## src/verilog/rmc_pkg.sv

```systemverilog
// Constants, field layouts and state types of the register map core.
package rmc_pkg;
  localparam int REG_W = 32;
  localparam int ADDR_W = 12;
  localparam int EVT_W = 4;
  localparam int SCR_W = 64;
  localparam int SCR_ACC_W = 32;
  localparam int DEF_ACC_W = REG_W;

  localparam logic [ADDR_W-1:0] OFF_STATUS = 12'h000;
  localparam logic [ADDR_W-1:0] OFF_ENABLE = 12'h004;
  localparam logic [ADDR_W-1:0] OFF_MASK = 12'h008;
  localparam logic [ADDR_W-1:0] OFF_HALT_EN = 12'h00C;
  localparam logic [ADDR_W-1:0] OFF_HALT_MASK = 12'h010;
  localparam logic [ADDR_W-1:0] OFF_CAPTURE = 12'h014;
  localparam logic [ADDR_W-1:0] OFF_ALIAS = 12'h018;
  localparam logic [ADDR_W-1:0] OFF_SCR_LO = 12'h020;
  localparam logic [ADDR_W-1:0] OFF_SCR_HI = 12'h024;
  localparam logic [ADDR_W-1:0] OFF_SHARED = 12'h028;
  localparam logic [ADDR_W-1:0] OFF_LOWF = 12'h02C;
  localparam logic [ADDR_W-1:0] OFF_HIGHF = 12'h030;
  localparam logic [ADDR_W-1:0] EXT_BASE = 12'h040;
  localparam int EXT_REGS = 16;
  localparam int EXT_IDX_W = 4;
  localparam logic [ADDR_W-1:0] MEM_BASE = 12'h100;
  localparam int MEM_ENTRY_W = 24;
  localparam int MEM_ENTRIES = 64;
  localparam int MEM_IDX_W = 6;
  localparam int WORD_SHIFT = 2;

  localparam logic [2:0] HSIZE_WORD = 3'h2;
  localparam logic [1:0] HTRANS_NONSEQ = 2'h2;

  function automatic int pow2_bytes(input int bits);
    int b;
    b = 1;
    while (b * 8 < bits) b = b * 2;
    return b;
  endfunction

  function automatic bit is_pow2_min8(input int w);
    return (w >= 8) && ((w & (w - 1)) == 0);
  endfunction

  function automatic logic [REG_W-1:0] fmask(input int lsb, input int w);
    logic [REG_W-1:0] m;
    m = '0;
    for (int i = 0; i < w; i++) m[lsb+i] = 1'b1;
    return m;
  endfunction

  // High-first index idx names the field's most significant bit.
  function automatic int hf_lsb(input int idx, input int w);
    return REG_W - 1 - (idx + w - 1);
  endfunction

  localparam int VREG_BYTES = pow2_bytes(MEM_ENTRY_W);
  localparam int EXT_SIZE = EXT_REGS * (REG_W / 8);
  localparam int MEM_SIZE = MEM_ENTRIES * VREG_BYTES;

  localparam int LF_A_LSB = 0;
  localparam int LF_A_W = 1;
  localparam int LF_B_LSB = LF_A_LSB + LF_A_W;
  localparam int LF_B_W = 3;
  localparam int LF_C_LSB = 8;
  localparam int LF_C_W = 8;
  localparam int LF_D_LSB = LF_C_LSB + LF_C_W;
  localparam int LF_D_W = 5;
  localparam logic [REG_W-1:0] LF_MASK = fmask(LF_A_LSB, LF_A_W) | fmask(LF_B_LSB, LF_B_W) |
    fmask(LF_C_LSB, LF_C_W) | fmask(LF_D_LSB, LF_D_W);

  localparam int HF_A_IDX = 0;
  localparam int HF_A_W = 1;
  localparam int HF_B_IDX = HF_A_IDX + HF_A_W;
  localparam int HF_B_W = 3;
  localparam int HF_C_IDX = 8;
  localparam int HF_C_W = 8;
  localparam int HF_D_IDX = HF_C_IDX + HF_C_W;
  localparam int HF_D_W = 5;
  localparam logic [REG_W-1:0] HF_MASK = fmask(hf_lsb(HF_A_IDX, HF_A_W), HF_A_W) |
    fmask(hf_lsb(HF_B_IDX, HF_B_W), HF_B_W) | fmask(hf_lsb(HF_C_IDX, HF_C_W), HF_C_W) |
    fmask(hf_lsb(HF_D_IDX, HF_D_W), HF_D_W);

  typedef enum logic [1:0] {
    ST_IDLE = 2'h0,
    ST_DATA = 2'h1,
    ST_EXT = 2'h3,
    ST_ERR = 2'h2
  } rmc_state_e;

  typedef struct packed {
    logic req;
    logic we;
    logic [EXT_IDX_W-1:0] idx;
    logic [REG_W-1:0] wdata;
  } rmc_ext_req_s;

  typedef struct packed {
    logic req;
    logic we;
    logic [MEM_IDX_W-1:0] idx;
    logic [MEM_ENTRY_W-1:0] wdata;
  } rmc_mem_req_s;

  typedef struct packed {
    rmc_state_e st;
    logic hreadyout;
    logic hresp;
    logic [REG_W-1:0] hrdata;
    logic [ADDR_W-1:0] addr;
    logic write;
    logic [2:0] size;
    logic tgt_mem;
    logic [EVT_W-1:0] status;
    logic [EVT_W-1:0] enable;
    logic [EVT_W-1:0] mask;
    logic [EVT_W-1:0] halt_en;
    logic [EVT_W-1:0] halt_mask;
    logic capture;
    logic [SCR_W-1:0] scratch;
    logic [REG_W-1:0] shared;
    logic [REG_W-1:0] lowf;
    logic [REG_W-1:0] highf;
    logic intr;
    logic halt;
    rmc_ext_req_s ext;
    rmc_mem_req_s mem;
  } rmc_state_s;
endpackage
```

## src/verilog/rmc_core.sv

```systemverilog
// Register map core: AHB-Lite slave with interrupt summaries, alias, shared, external and memory windows.
//
// Function
// - Interrupt summary ORs enabled, unmasked interrupt bits.
// - Stop summary ORs halt-enabled, unmasked interrupt bits.
// - Stop output only where halt gating exists.
// - Interrupt summary always present on interrupt register.
// - Register widths power of two, eight or more.
// - Access width power of two, within register.
// - Missing access width means full register width.
// - Partial reads without side effects return subword.
// - Writable fields never straddle access subwords.
// - External error input yields bus error response.
// - Shared register holds one state for maps.
// - Size-only fields pack contiguously from numbering origin; here field C starts at index 8, not 4, in both layouts.
// - Range order picks numbering; left index is MSB.
// - Interrupt summary feeds another register's field.
// - All decoding uses byte addresses.
// - Virtual register width: power-of-two bytes holding entry.
// - Virtual registers inherit memory access, no hardware.
// - Virtual registers fit memory without overlap.
// - Alias acts on primary's physical register.
//
// The register offsets and register access over AHB-Lite were chosen for this implementation.
`timescale 1ns/1ps
module rmc_core (
  input wire logic hclk,
  input wire logic hresetn,
  input wire logic hsel,
  input wire logic [31:0] haddr,
  input wire logic [1:0] htrans,
  input wire logic hwrite,
  input wire logic [2:0] hsize,
  input wire logic [31:0] hwdata,
  input wire logic hready,
  output logic hreadyout,
  output logic hresp,
  output logic [31:0] hrdata,
  input wire logic [rmc_pkg::EVT_W-1:0] evt,
  output logic intr_summary,
  output logic halt_summary,
  input wire logic b_wr,
  input wire logic [rmc_pkg::REG_W-1:0] b_wdata,
  output logic [rmc_pkg::REG_W-1:0] b_rdata,
  output logic ext_req,
  output logic ext_we,
  output logic [rmc_pkg::EXT_IDX_W-1:0] ext_idx,
  output logic [rmc_pkg::REG_W-1:0] ext_wdata,
  input wire logic [rmc_pkg::REG_W-1:0] ext_rdata,
  input wire logic ext_ack,
  input wire logic ext_err,
  output logic mem_req,
  output logic mem_we,
  output logic [rmc_pkg::MEM_IDX_W-1:0] mem_idx,
  output logic [rmc_pkg::MEM_ENTRY_W-1:0] mem_wdata,
  input wire logic [rmc_pkg::MEM_ENTRY_W-1:0] mem_rdata,
  input wire logic mem_ack
);
  localparam rmc_pkg::rmc_state_s S_RESET = '{st: rmc_pkg::ST_IDLE, hreadyout: 1'b1, default: '0};

  rmc_pkg::rmc_state_s s_r;
  rmc_pkg::rmc_state_s s_nxt;

  // Byte lanes that a transfer of the given size and alignment covers.
  function automatic logic [31:0] lane_mask(input logic [2:0] size, input logic [1:0] a);
    logic [31:0] m;
    m = 32'hFFFFFFFF;
    if (size == 3'h0) begin
      m = 32'h000000FF << {a, 3'h0};
    end else if (size == 3'h1) begin
      m = 32'h0000FFFF << {a[1], 4'h0};
    end
    return m;
  endfunction

  function automatic logic in_window(input logic [rmc_pkg::ADDR_W-1:0] a,
                                     input logic [rmc_pkg::ADDR_W-1:0] base, input int size);
    return ({20'h0, a} >= {20'h0, base}) && ({20'h0, a} < ({20'h0, base} + 32'(size)));
  endfunction

  logic [rmc_pkg::EVT_W-1:0] intr_bits;
  logic [rmc_pkg::EVT_W-1:0] halt_bits;
  logic in_ext;
  logic in_mem;
  logic local_hit;
  logic word_acc;
  logic [rmc_pkg::REG_W-1:0] local_rd;
  logic [rmc_pkg::ADDR_W-1:0] mem_off;
  logic [rmc_pkg::ADDR_W-1:0] ext_off;
  logic [rmc_pkg::EVT_W-1:0] clr;

  always_comb begin
    intr_bits = s_r.status & s_r.enable & ~s_r.mask;
    halt_bits = s_r.status & s_r.halt_en & ~s_r.halt_mask;
    in_ext = in_window(s_r.addr, rmc_pkg::EXT_BASE, rmc_pkg::EXT_SIZE);
    in_mem = in_window(s_r.addr, rmc_pkg::MEM_BASE, rmc_pkg::MEM_SIZE);
    mem_off = s_r.addr - rmc_pkg::MEM_BASE;
    ext_off = s_r.addr - rmc_pkg::EXT_BASE;
    // Access width equals register width where none is given, so only word writes land.
    word_acc = (s_r.size == rmc_pkg::HSIZE_WORD);
    local_hit = 1'b1;
    local_rd = '0;
    case ({s_r.addr[rmc_pkg::ADDR_W-1:rmc_pkg::WORD_SHIFT], 2'h0})
      rmc_pkg::OFF_STATUS: local_rd = 32'(s_r.status);
      rmc_pkg::OFF_ALIAS: local_rd = 32'(s_r.status);
      rmc_pkg::OFF_ENABLE: local_rd = 32'(s_r.enable);
      rmc_pkg::OFF_MASK: local_rd = 32'(s_r.mask);
      rmc_pkg::OFF_HALT_EN: local_rd = 32'(s_r.halt_en);
      rmc_pkg::OFF_HALT_MASK: local_rd = 32'(s_r.halt_mask);
      rmc_pkg::OFF_CAPTURE: local_rd = 32'(s_r.capture);
      rmc_pkg::OFF_SCR_LO: local_rd = s_r.scratch[rmc_pkg::SCR_ACC_W-1:0];
      rmc_pkg::OFF_SCR_HI: local_rd = s_r.scratch[rmc_pkg::SCR_W-1:rmc_pkg::SCR_ACC_W];
      rmc_pkg::OFF_SHARED: local_rd = s_r.shared;
      rmc_pkg::OFF_LOWF: local_rd = s_r.lowf;
      rmc_pkg::OFF_HIGHF: local_rd = s_r.highf;
      default: local_hit = 1'b0;
    endcase
  end

  always_comb begin
    s_nxt = s_r;
    clr = '0;
    s_nxt.ext.req = 1'b0;
    s_nxt.mem.req = 1'b0;
    s_nxt.intr = |intr_bits;
    s_nxt.halt = |halt_bits;
    s_nxt.capture = |intr_bits;
    // Map B writes the shared register; a bus write in the same cycle overrides it below.
    if (b_wr) begin
      s_nxt.shared = b_wdata;
    end
    case (s_r.st)
      rmc_pkg::ST_IDLE: begin
        s_nxt.hresp = 1'b0;
        if (hsel && hready && htrans == rmc_pkg::HTRANS_NONSEQ) begin
          s_nxt.addr = haddr[rmc_pkg::ADDR_W-1:0];
          s_nxt.write = hwrite;
          s_nxt.size = hsize;
          s_nxt.hreadyout = 1'b0;
          s_nxt.st = rmc_pkg::ST_DATA;
        end
      end
      rmc_pkg::ST_DATA: begin
        if (in_ext || in_mem) begin
          s_nxt.tgt_mem = in_mem;
          if (s_r.write && !word_acc) begin
            s_nxt.hreadyout = 1'b1;
            s_nxt.st = rmc_pkg::ST_IDLE;
          end else if (in_mem) begin
            // Storage is outside; only the entry bits travel, the pad byte is dropped.
            s_nxt.mem.req = 1'b1;
            s_nxt.mem.we = s_r.write;
            s_nxt.mem.idx = mem_off[rmc_pkg::MEM_IDX_W+rmc_pkg::WORD_SHIFT-1:rmc_pkg::WORD_SHIFT];
            s_nxt.mem.wdata = hwdata[rmc_pkg::MEM_ENTRY_W-1:0];
            s_nxt.st = rmc_pkg::ST_EXT;
          end else begin
            s_nxt.ext.req = 1'b1;
            s_nxt.ext.we = s_r.write;
            s_nxt.ext.idx = ext_off[rmc_pkg::EXT_IDX_W+rmc_pkg::WORD_SHIFT-1:rmc_pkg::WORD_SHIFT];
            s_nxt.ext.wdata = hwdata;
            s_nxt.st = rmc_pkg::ST_EXT;
          end
        end else if (local_hit) begin
          s_nxt.hreadyout = 1'b1;
          s_nxt.st = rmc_pkg::ST_IDLE;
          if (!s_r.write) begin
            s_nxt.hrdata = local_rd & lane_mask(s_r.size, s_r.addr[1:0]);
          end else if (word_acc) begin
            case ({s_r.addr[rmc_pkg::ADDR_W-1:rmc_pkg::WORD_SHIFT], 2'h0})
              rmc_pkg::OFF_STATUS: clr = hwdata[rmc_pkg::EVT_W-1:0];
              rmc_pkg::OFF_ALIAS: s_nxt.status = hwdata[rmc_pkg::EVT_W-1:0];
              rmc_pkg::OFF_ENABLE: s_nxt.enable = hwdata[rmc_pkg::EVT_W-1:0];
              rmc_pkg::OFF_MASK: s_nxt.mask = hwdata[rmc_pkg::EVT_W-1:0];
              rmc_pkg::OFF_HALT_EN: s_nxt.halt_en = hwdata[rmc_pkg::EVT_W-1:0];
              rmc_pkg::OFF_HALT_MASK: s_nxt.halt_mask = hwdata[rmc_pkg::EVT_W-1:0];
              // Each 32-bit half is its own access subword, so no writable field spans both.
              rmc_pkg::OFF_SCR_LO: s_nxt.scratch[rmc_pkg::SCR_ACC_W-1:0] = hwdata;
              rmc_pkg::OFF_SCR_HI: s_nxt.scratch[rmc_pkg::SCR_W-1:rmc_pkg::SCR_ACC_W] = hwdata;
              rmc_pkg::OFF_SHARED: s_nxt.shared = hwdata;
              rmc_pkg::OFF_LOWF: s_nxt.lowf = hwdata & rmc_pkg::LF_MASK;
              rmc_pkg::OFF_HIGHF: s_nxt.highf = hwdata & rmc_pkg::HF_MASK;
              default: clr = '0;
            endcase
          end
        end else begin
          s_nxt.hresp = 1'b1;
          s_nxt.st = rmc_pkg::ST_ERR;
        end
      end
      rmc_pkg::ST_EXT: begin
        if (s_r.tgt_mem && mem_ack) begin
          s_nxt.hrdata = 32'(mem_rdata) & lane_mask(s_r.size, s_r.addr[1:0]);
          s_nxt.hreadyout = 1'b1;
          s_nxt.st = rmc_pkg::ST_IDLE;
        end else if (!s_r.tgt_mem && ext_ack) begin
          s_nxt.hrdata = ext_rdata & lane_mask(s_r.size, s_r.addr[1:0]);
          if (ext_err) begin
            s_nxt.hresp = 1'b1;
            s_nxt.st = rmc_pkg::ST_ERR;
          end else begin
            s_nxt.hreadyout = 1'b1;
            s_nxt.st = rmc_pkg::ST_IDLE;
          end
        end
      end
      rmc_pkg::ST_ERR: begin
        // Second cycle of the two-cycle error answer.
        s_nxt.hreadyout = 1'b1;
        s_nxt.st = rmc_pkg::ST_IDLE;
      end
      default: begin
        s_nxt = S_RESET;
      end
    endcase
    // A new event beats a clear in the same cycle so it is never lost.
    s_nxt.status = (s_nxt.status & ~clr) | evt;
  end

  always_ff @(posedge hclk or negedge hresetn) begin
    if (!hresetn) begin
      s_r <= S_RESET;
    end else begin
      s_r <= s_nxt;
    end
  end

  assign hreadyout = s_r.hreadyout;
  assign hresp = s_r.hresp;
  assign hrdata = s_r.hrdata;
  assign intr_summary = s_r.intr;
  assign halt_summary = s_r.halt;
  assign b_rdata = s_r.shared;
  assign ext_req = s_r.ext.req;
  assign ext_we = s_r.ext.we;
  assign ext_idx = s_r.ext.idx;
  assign ext_wdata = s_r.ext.wdata;
  assign mem_req = s_r.mem.req;
  assign mem_we = s_r.mem.we;
  assign mem_idx = s_r.mem.idx;
  assign mem_wdata = s_r.mem.wdata;

  logic bus_shared_wr;
  assign bus_shared_wr = (s_r.st == rmc_pkg::ST_DATA) && s_r.write && word_acc &&
    ({s_r.addr[rmc_pkg::ADDR_W-1:rmc_pkg::WORD_SHIFT], 2'h0} == rmc_pkg::OFF_SHARED);
endmodule

```

## config.mk

```make
export PLATFORM = sky130hd
export DESIGN_NAME = rmc_core
export DESIGN_NICKNAME = d
export VERILOG_FILES = /design/src/verilog/rmc_pkg.sv /design/src/verilog/rmc_core.sv
export SDC_FILE = /design/constraint.sdc
export NUM_CORES = 1
export LEC_CHECK = 0
export BUFFER_PORTS_ARGS = -buffer_cell sky130_fd_sc_hd__buf_2
export CAP_MARGIN = 20
export CORE_MARGIN = 4
export CORE_UTILIZATION = 49
export DETAILED_ROUTE_END_ITERATION = 16
export PLACE_DENSITY = 0.74
export SYNTH_ARGS = -nofsm -noshare
export SYNTH_HDL_FRONTEND = slang
export SYNTH_SLANG_ARGS = --single-unit
```

## constraint.sdc

```tcl
create_clock -name hclk -period 3.69 [get_ports hclk]
set_input_delay 0.5535 -clock hclk [delete_from_list [all_inputs] [get_ports hclk]]
set_output_delay 0.5535 -clock hclk [all_outputs]
set_load 0.03 [all_outputs]
```

==> flow_metrics.tcl, run 1 <==
set metrics [dict create \
    die_area_sq_mm 0.0305 \
    required_time_reported_for_the_critical_path_endpoint_ps 4100 \
    asyncSetResetFlopFracSynth_pct 100 \
    via_per_inst 5.66 \
    register_bit_total_from_synthesis 275 \
    dpl-instance-area_sq_mm 0.0145 \
    tritoncts "done" \
    yosys.cell_types.count 61 \
    hold_violations 0 \
    detail_route.first_pass.iterations 6 \
    dr.first_iter.drc_count 856 \
    tritoncts_sink_count 275 \
    core_region_area_sq_mm 0.0271 \
    cts_made_buffers 31 \
    synthToLayoutAreaGrowth_pct 13.9 \
    critPathSlowestCell "sky130_fd_sc_hd__a2111o_2" \
    worst_setup_path_end_kind "flop" \
    finish.instance_area_sq_mm 0.0155 \
    crit-reg2reg-capture "ext_wdata[7]" \
    global_route.usage.total_pct 23.6 \
    worst_pin_slew_ps 1120 \
    initial_cell_density_of_the_core_pct 50.2 \
    netSwitchingFraction_pct 33.5 \
    min_path_type "primary input to asynchronous set/reset pin" \
    achievable-frequency_ghz 0.341 \
    layout_common_cells "sky130_fd_sc_hd__buf_2, sky130_fd_sc_hd__dfrtp_1, sky130_fd_sc_hd__mux2_2" \
    timing_worst_setup_path_type "flop to flop" \
    fin_skew_ps 37.8 \
    worst_skew_pair.late_latency_ps 570 \
    ys_warn_count 0 \
    top_cell_family_by_delay_on_the_critical_path "compound AO/OA/AOI/OAI gates" \
    place.port_buffers 287 \
    timing.reg2reg.worst_path_depth 4 \
    final-max-slew-violation-count 0 \
    cts.htree.levels 1 \
    placement_rows 60 \
    drive_above_1_share_pct 44.5 \
    syn_inst 1137 \
    p_int_w 0.00628 \
    power_density_mw_per_mm2 610 \
    nets 1449 \
    synth_ff_type "sky130_fd_sc_hd__dfrtp_1" \
    vias 9486 \
    power.leakage_nw 7.24 \
    vdd_drop_max_mv 0.376 \
    synthesized_area_sq_mm 0.0136 \
    clock_path_buffers 3 \
    cp.depth 4 \
    crit_fanout 38 \
    vias_in_the_first_global_route 9965 \
    timing.setup.tns_ps 0 \
    critical_path_buf_inv_count 0 \
    number_of_synthesized_flops_with_an_enable_pin 0 \
    clk_pin_slew_ps 60 \
    number_of_endpoints_failing_setup_at_the_final_stage 0 \
    boundaryPins 308 \
    post_cts_hold_buffer_count 0 \
    rr_startpoint "s_r[267]" \
    reg2reg_setup_slack_ps 760 \
    rsz0062_at_grt "no" \
    period_share_pct 79.5 \
    grt.overflow.total 0 \
    slew_headroom_pct 25.1 \
    synth_fa_ha_area_share_pct 0.0736 \
    dominant_combinational_cell_family_by_area_after_synthesis "multiplexers" \
    comb_power_share_pct 26.8 \
    most_common_cell_after_layout_fill_and_taps_aside "sky130_fd_sc_hd__buf_2" \
    dp_hpwl_mm 25.8 \
    startpoint_type "flop" \
    antenna_found_initial 3 \
    cts_root_buffer "sky130_fd_sc_hd__clkbuf_16" \
    syn_nets 1307 \
    synth_xor_area_share_pct 0.0644 \
    num_antenna_cells 0 \
    wl_per_cell_um 21.9 \
    critical_path.max_stage_delay_ps 970 \
    timing.max_cap.violations 0 \
    area_fraction_in_compound_gates_after_synthesis_pct 8.95 \
    cts.repair_timing.setup_buffer_count 0 \
    synthesized_area_divided_by_synthesized_cell_count_sq_um 12.0 \
    die_w_um 175 \
    drt-total-wl_mm 36.7 \
    power.switching_w 0.00317 \
    clock_power_share_pct 32.5 \
    global_route_wire_length_before_repair_mm 57.4 \
    synth.mux.area_fraction_pct 23.8 \
    cp_data_arrival_time_ps 3350 \
    share_of_power_burned_in_registers_pct 40.7 \
    synth.yosys.seq_area_share_pct 50.6 \
    final_antenna_net_count 0 \
    synth_simple_gate_area_share_pct 7.07 \
    post-route-drc-count 0 \
    die_height_um 175 \
    grt_max_degree 92 \
    status "finished, final reports clean" \
    post_cts.resized_instances 0 \
    period_needed_ps 2930 \
    placer_congestion_estimate 0.913 \
    critical_path.cell_chain "nor3_1, o21ai_0, a2111o_2, mux2_2" \
]
## state kept, by name, indices dropped and copies added (netlist names)
signal        count
mem_wdata        24
s_r             137
hrdata           32
halt_summary      1
mem_we            1
hreadyout         1
intr_summary      1
ext_idx           4
ext_wdata        32
ext_req           1
mem_idx           6
ext_we            1
hresp             1
mem_req           1
b_rdata          32
## layer usage
layer,up-vias,share of wire (%),global-route usage (%)
met2,417,47,37.2
met4,6,2.1,5.20
met1,4760,43,33.7
met3,48,7.9,5.19
met5,-,0.093,0
li1,4255,-,-
## power groups by stage
stage                     Clock [W]  Sequential [W]  Combinational [W]
final                       0.00307         0.00384            0.00253
after global routing        0.00328         0.00391            0.00269
after CTS                   0.00315         0.00384            0.00254
after detailed placement          0         0.00389            0.00253
after global placement            0         0.00386            0.00249
after floorplan                   0         0.00374            0.00224
## layout make-up
| cell class | count | area, sq um |
|---|---|---|
| fill | 2246 | 11600 |
| sequential | 275 | 6890 |
| multi-input combinational | 663 | 5470 |
| timing repair buffer | 307 | 1630 |
| clock buffer | 47 | 926 |
| tap | 372 | 465 |
| clock inverter | 11 | 114 |
| inverter | 1 | 3.75 |
## worst reg2reg max path, delay by kind of cell, from the launching register on
kind / cells / cell delay [ps]
AOI/OAI and AO/OA: 2 / 1360
and+or+nand+nor: 1 / 550
muxes: 1 / 490
DFF: 1 / 390
## cells by family (layout without fill, tap and decap cells)
logic type / after synthesis / after routing
xor gates and xnor gates: 1 / 1
AOI/OAI and AO/OA: 182 / 182
buffers and inverters: 199 / 366
DFF: 275 / 275
and+or+nand+nor: 191 / 191
adders and majority gates: 1 / 1
muxes: 288 / 288
## worst max path at each step
stage             start      endpoint  slack [ps]
2_1_floorplan  s_r[267]      s_r[170]        1580
6_report       s_r[267]  ext_wdata[7]         760
3_5_place_dp   s_r[260]    hrdata[15]         870
5_1_grt        s_r[260]    hrdata[15]         680
4_1_cts        s_r[260]    hrdata[15]         840
3_3_place_gp   s_r[260]     hrdata[2]         890
## cells in the mapped netlist, drive strengths merged (6+ instances only)
cell / n / area (sq um)
nor2b: 10 / 62.6
nand3: 22 / 115
nor3: 7 / 51.3
o22ai: 19 / 119
a22o: 24 / 210
a22oi: 9 / 67.6
a21oi: 58 / 294
a32oi: 6 / 52.6
mux2i: 70 / 701
nand2b: 11 / 68.8
nand2: 56 / 210
o21ai: 26 / 130
mux4: 7 / 158
dfrtp: 274 / 6860
buf: 160 / 1140
nor2: 50 / 188
mux2: 211 / 2380
a31oi: 6 / 37.5
a2bb2oi: 8 / 70.1
and2: 6 / 37.5
clkbuf: 38 / 143
## through the flow
| stage | total power, W | std cells | utilization (%) | hold WS (ps) | setup slack [ps] |
|---|---|---|---|---|---|
| finish | 0.00945 | 1676 | 57.2 | 24.7 | 758 |
| detailed placement | 0.00642 | 1618 | 53.3 | 472 | 874 |
| floorplan | 0.00597 | 1137 | - | 258 | 1580 |
| global placement | 0.00636 | 1618 | 53.3 | 463 | 894 |
| CTS | 0.00953 | 1676 | 57.2 | 46.4 | 841 |
| global route | 0.00987 | 1676 | 57.2 | 60.9 | 681 |
Note: power is estimated with default switching activity, not from simulation.
==> inputs of run 2 (changes only) <==
==> constraint.sdc (replaced) <==
create_clock -name hclk -period 3.1 [get_ports hclk]
set_input_delay 0.465 -clock hclk [delete_from_list [all_inputs] [get_ports hclk]]
set_output_delay 0.465 -clock hclk [all_outputs]
set_load 0.03 [all_outputs]
==> flow_metrics.tcl, run 2 (synthesized netlist as in run 1, its figures left out) <==
set metrics [dict create \
    status "finished, final reports clean" \
    crit-reg2reg-capture "hrdata[22]" \
    fin_skew_ps 13.1 \
    power.leakage_nw 7.26 \
    timing.setup.tns_ps 0 \
    detail_route.first_pass.iterations 8 \
    nets 1464 \
    min_path_type "primary input to flop" \
    placement_rows 60 \
    die_height_um 175 \
    timing.reg2reg.worst_path_depth 5 \
    finish.instance_area_sq_mm 0.0155 \
    grt.overflow.total 0 \
    cp_data_arrival_time_ps 3050 \
    achievable-frequency_ghz 0.389 \
    min_path_cells 2 \
    vias 9648 \
    rr_startpoint "s_r[266]" \
    global_route.usage.total_pct 23.8 \
    timing_worst_setup_path_type "flop to flop" \
    worst_skew_pair.late_latency_ps 550 \
    hold_violations 0 \
    worst_setup_path_end_kind "flop" \
    startpoint_type "flop" \
    clock_path_buffers 3 \
    vias_in_the_first_global_route 9870 \
    grt_max_degree 83 \
    slew_headroom_pct 23.0 \
    vdd_drop_max_mv 0.546 \
    global_route_wire_length_before_repair_mm 57.4 \
    core_region_area_sq_mm 0.0271 \
    boundaryPins 308 \
    timing.max_cap.violations 0 \
    required_time_reported_for_the_critical_path_endpoint_ps 3580 \
    placer_congestion_estimate 0.898 \
    cts_made_buffers 29 \
    tritoncts_sink_count 275 \
    period_share_pct 82.9 \
    worst_pin_slew_ps 1160 \
    final_antenna_net_count 0 \
    rsz0062_at_grt "no" \
    place.port_buffers 287 \
    cts.htree.levels 1 \
    via_per_inst 5.71 \
    timing.hold.worst.start "evt[1]" \
    wl_per_cell_um 21.9 \
    antenna_found_initial 3 \
    number_of_endpoints_failing_setup_at_the_final_stage 0 \
    final-max-slew-violation-count 0 \
    dp_hpwl_mm 26.6 \
    layout_common_cells "sky130_fd_sc_hd__buf_2, sky130_fd_sc_hd__dfrtp_1, sky130_fd_sc_hd__mux2_2" \
    post_cts_hold_buffer_count 1 \
    post_cts.resized_instances 0 \
    die_w_um 175 \
    largest_register_ff_count 137 \
    dr.first_iter.drc_count 889 \
    period_needed_ps 2570 \
    dpl-instance-area_sq_mm 0.0146 \
    min_to "s_r[250]" \
    die_area_sq_mm 0.0305 \
    largest-register "s_r" \
    initial_cell_density_of_the_core_pct 50.2 \
    crit_fanout 20 \
    post-route-drc-count 0 \
    cts.repair_timing.setup_buffer_count 0 \
    synthToLayoutAreaGrowth_pct 13.9 \
    tritoncts "done" \
    most_common_cell_after_layout_fill_and_taps_aside "sky130_fd_sc_hd__buf_2" \
    drive_above_1_share_pct 44.4 \
    power_density_mw_per_mm2 707 \
    reg2reg_setup_slack_ps 530 \
    hold_ws_ps 144 \
    cts_root_buffer "sky130_fd_sc_hd__clkbuf_16" \
    clk_pin_slew_ps 60 \
    drt-total-wl_mm 37.1 \
]
==> run 2: how the worst max path moves through the flow <==
stage / depth (start not counted) / to / startpoint
2_1_floorplan: 6 / s_r[170] / s_r[267]
3_3_place_gp: 4 / s_r[101] / s_r[260]
3_5_place_dp: 4 / s_r[102] / s_r[260]
4_1_cts: 4 / s_r[102] / s_r[260]
5_1_grt: 5 / hrdata[22] / s_r[266]
6_report: 5 / hrdata[22] / s_r[266]
==> run 2: layer usage <==
| metal | GRT usage [%] | part of all wire, % | vias up |
|---|---|---|---|
| met4 | 7.33 | 3.1 | 4 |
| met5 | 0 | 0.073 | - |
| met2 | 36.9 | 45 | 393 |
| met1 | 34.2 | 44 | 4898 |
| li1 | - | - | 4283 |
| met3 | 4.57 | 7.5 | 70 |
==> run 2: cell type report <==
type	instances	area, sq um
Fill cell	2242	11600
Clock buffer	48	847
Multi-Input combinational cell	663	5470
Inverter	1	3.75
Timing Repair Buffer	324	1760
Sequential cell	275	6890
Antenna cell	1	2.50
Tap cell	372	465
Clock inverter	6	58.8
==> run 2: through the flow <==
step	worst slack, ps	utilization, %	power, W	std cells
after detailed placement	570	53.8	0.00767	1634
after global placement	615	53.8	0.00759	1634
after CTS	536	57.2	0.0110	1689
after global routing	331	57.2	0.0115	1690
after floorplan	991	-	0.00711	1137
final	530	57.2	0.0110	1690
==> run 2: where the power goes <==
| part | internal (W) | total (W) | switching [W] |
|---|---|---|---|
| combinational | 0.00115 | 0.00311 | 0.00196 |
| clock | 0.00194 | 0.00334 | 0.00140 |
| sequential | 0.00414 | 0.00451 | 0.000371 |
| total | 0.00722 | 0.0110 | 0.00374 |
==> run 2: critical path, cell delays in order, from the launching register on <==
cell and delay, ps:
sky130_fd_sc_hd__dfrtp_1 430, sky130_fd_sc_hd__or3_1 540, sky130_fd_sc_hd__a211oi_2 550, sky130_fd_sc_hd__a21oi_4 290, sky130_fd_sc_hd__nor2_1 470, sky130_fd_sc_hd__a22o_1 210
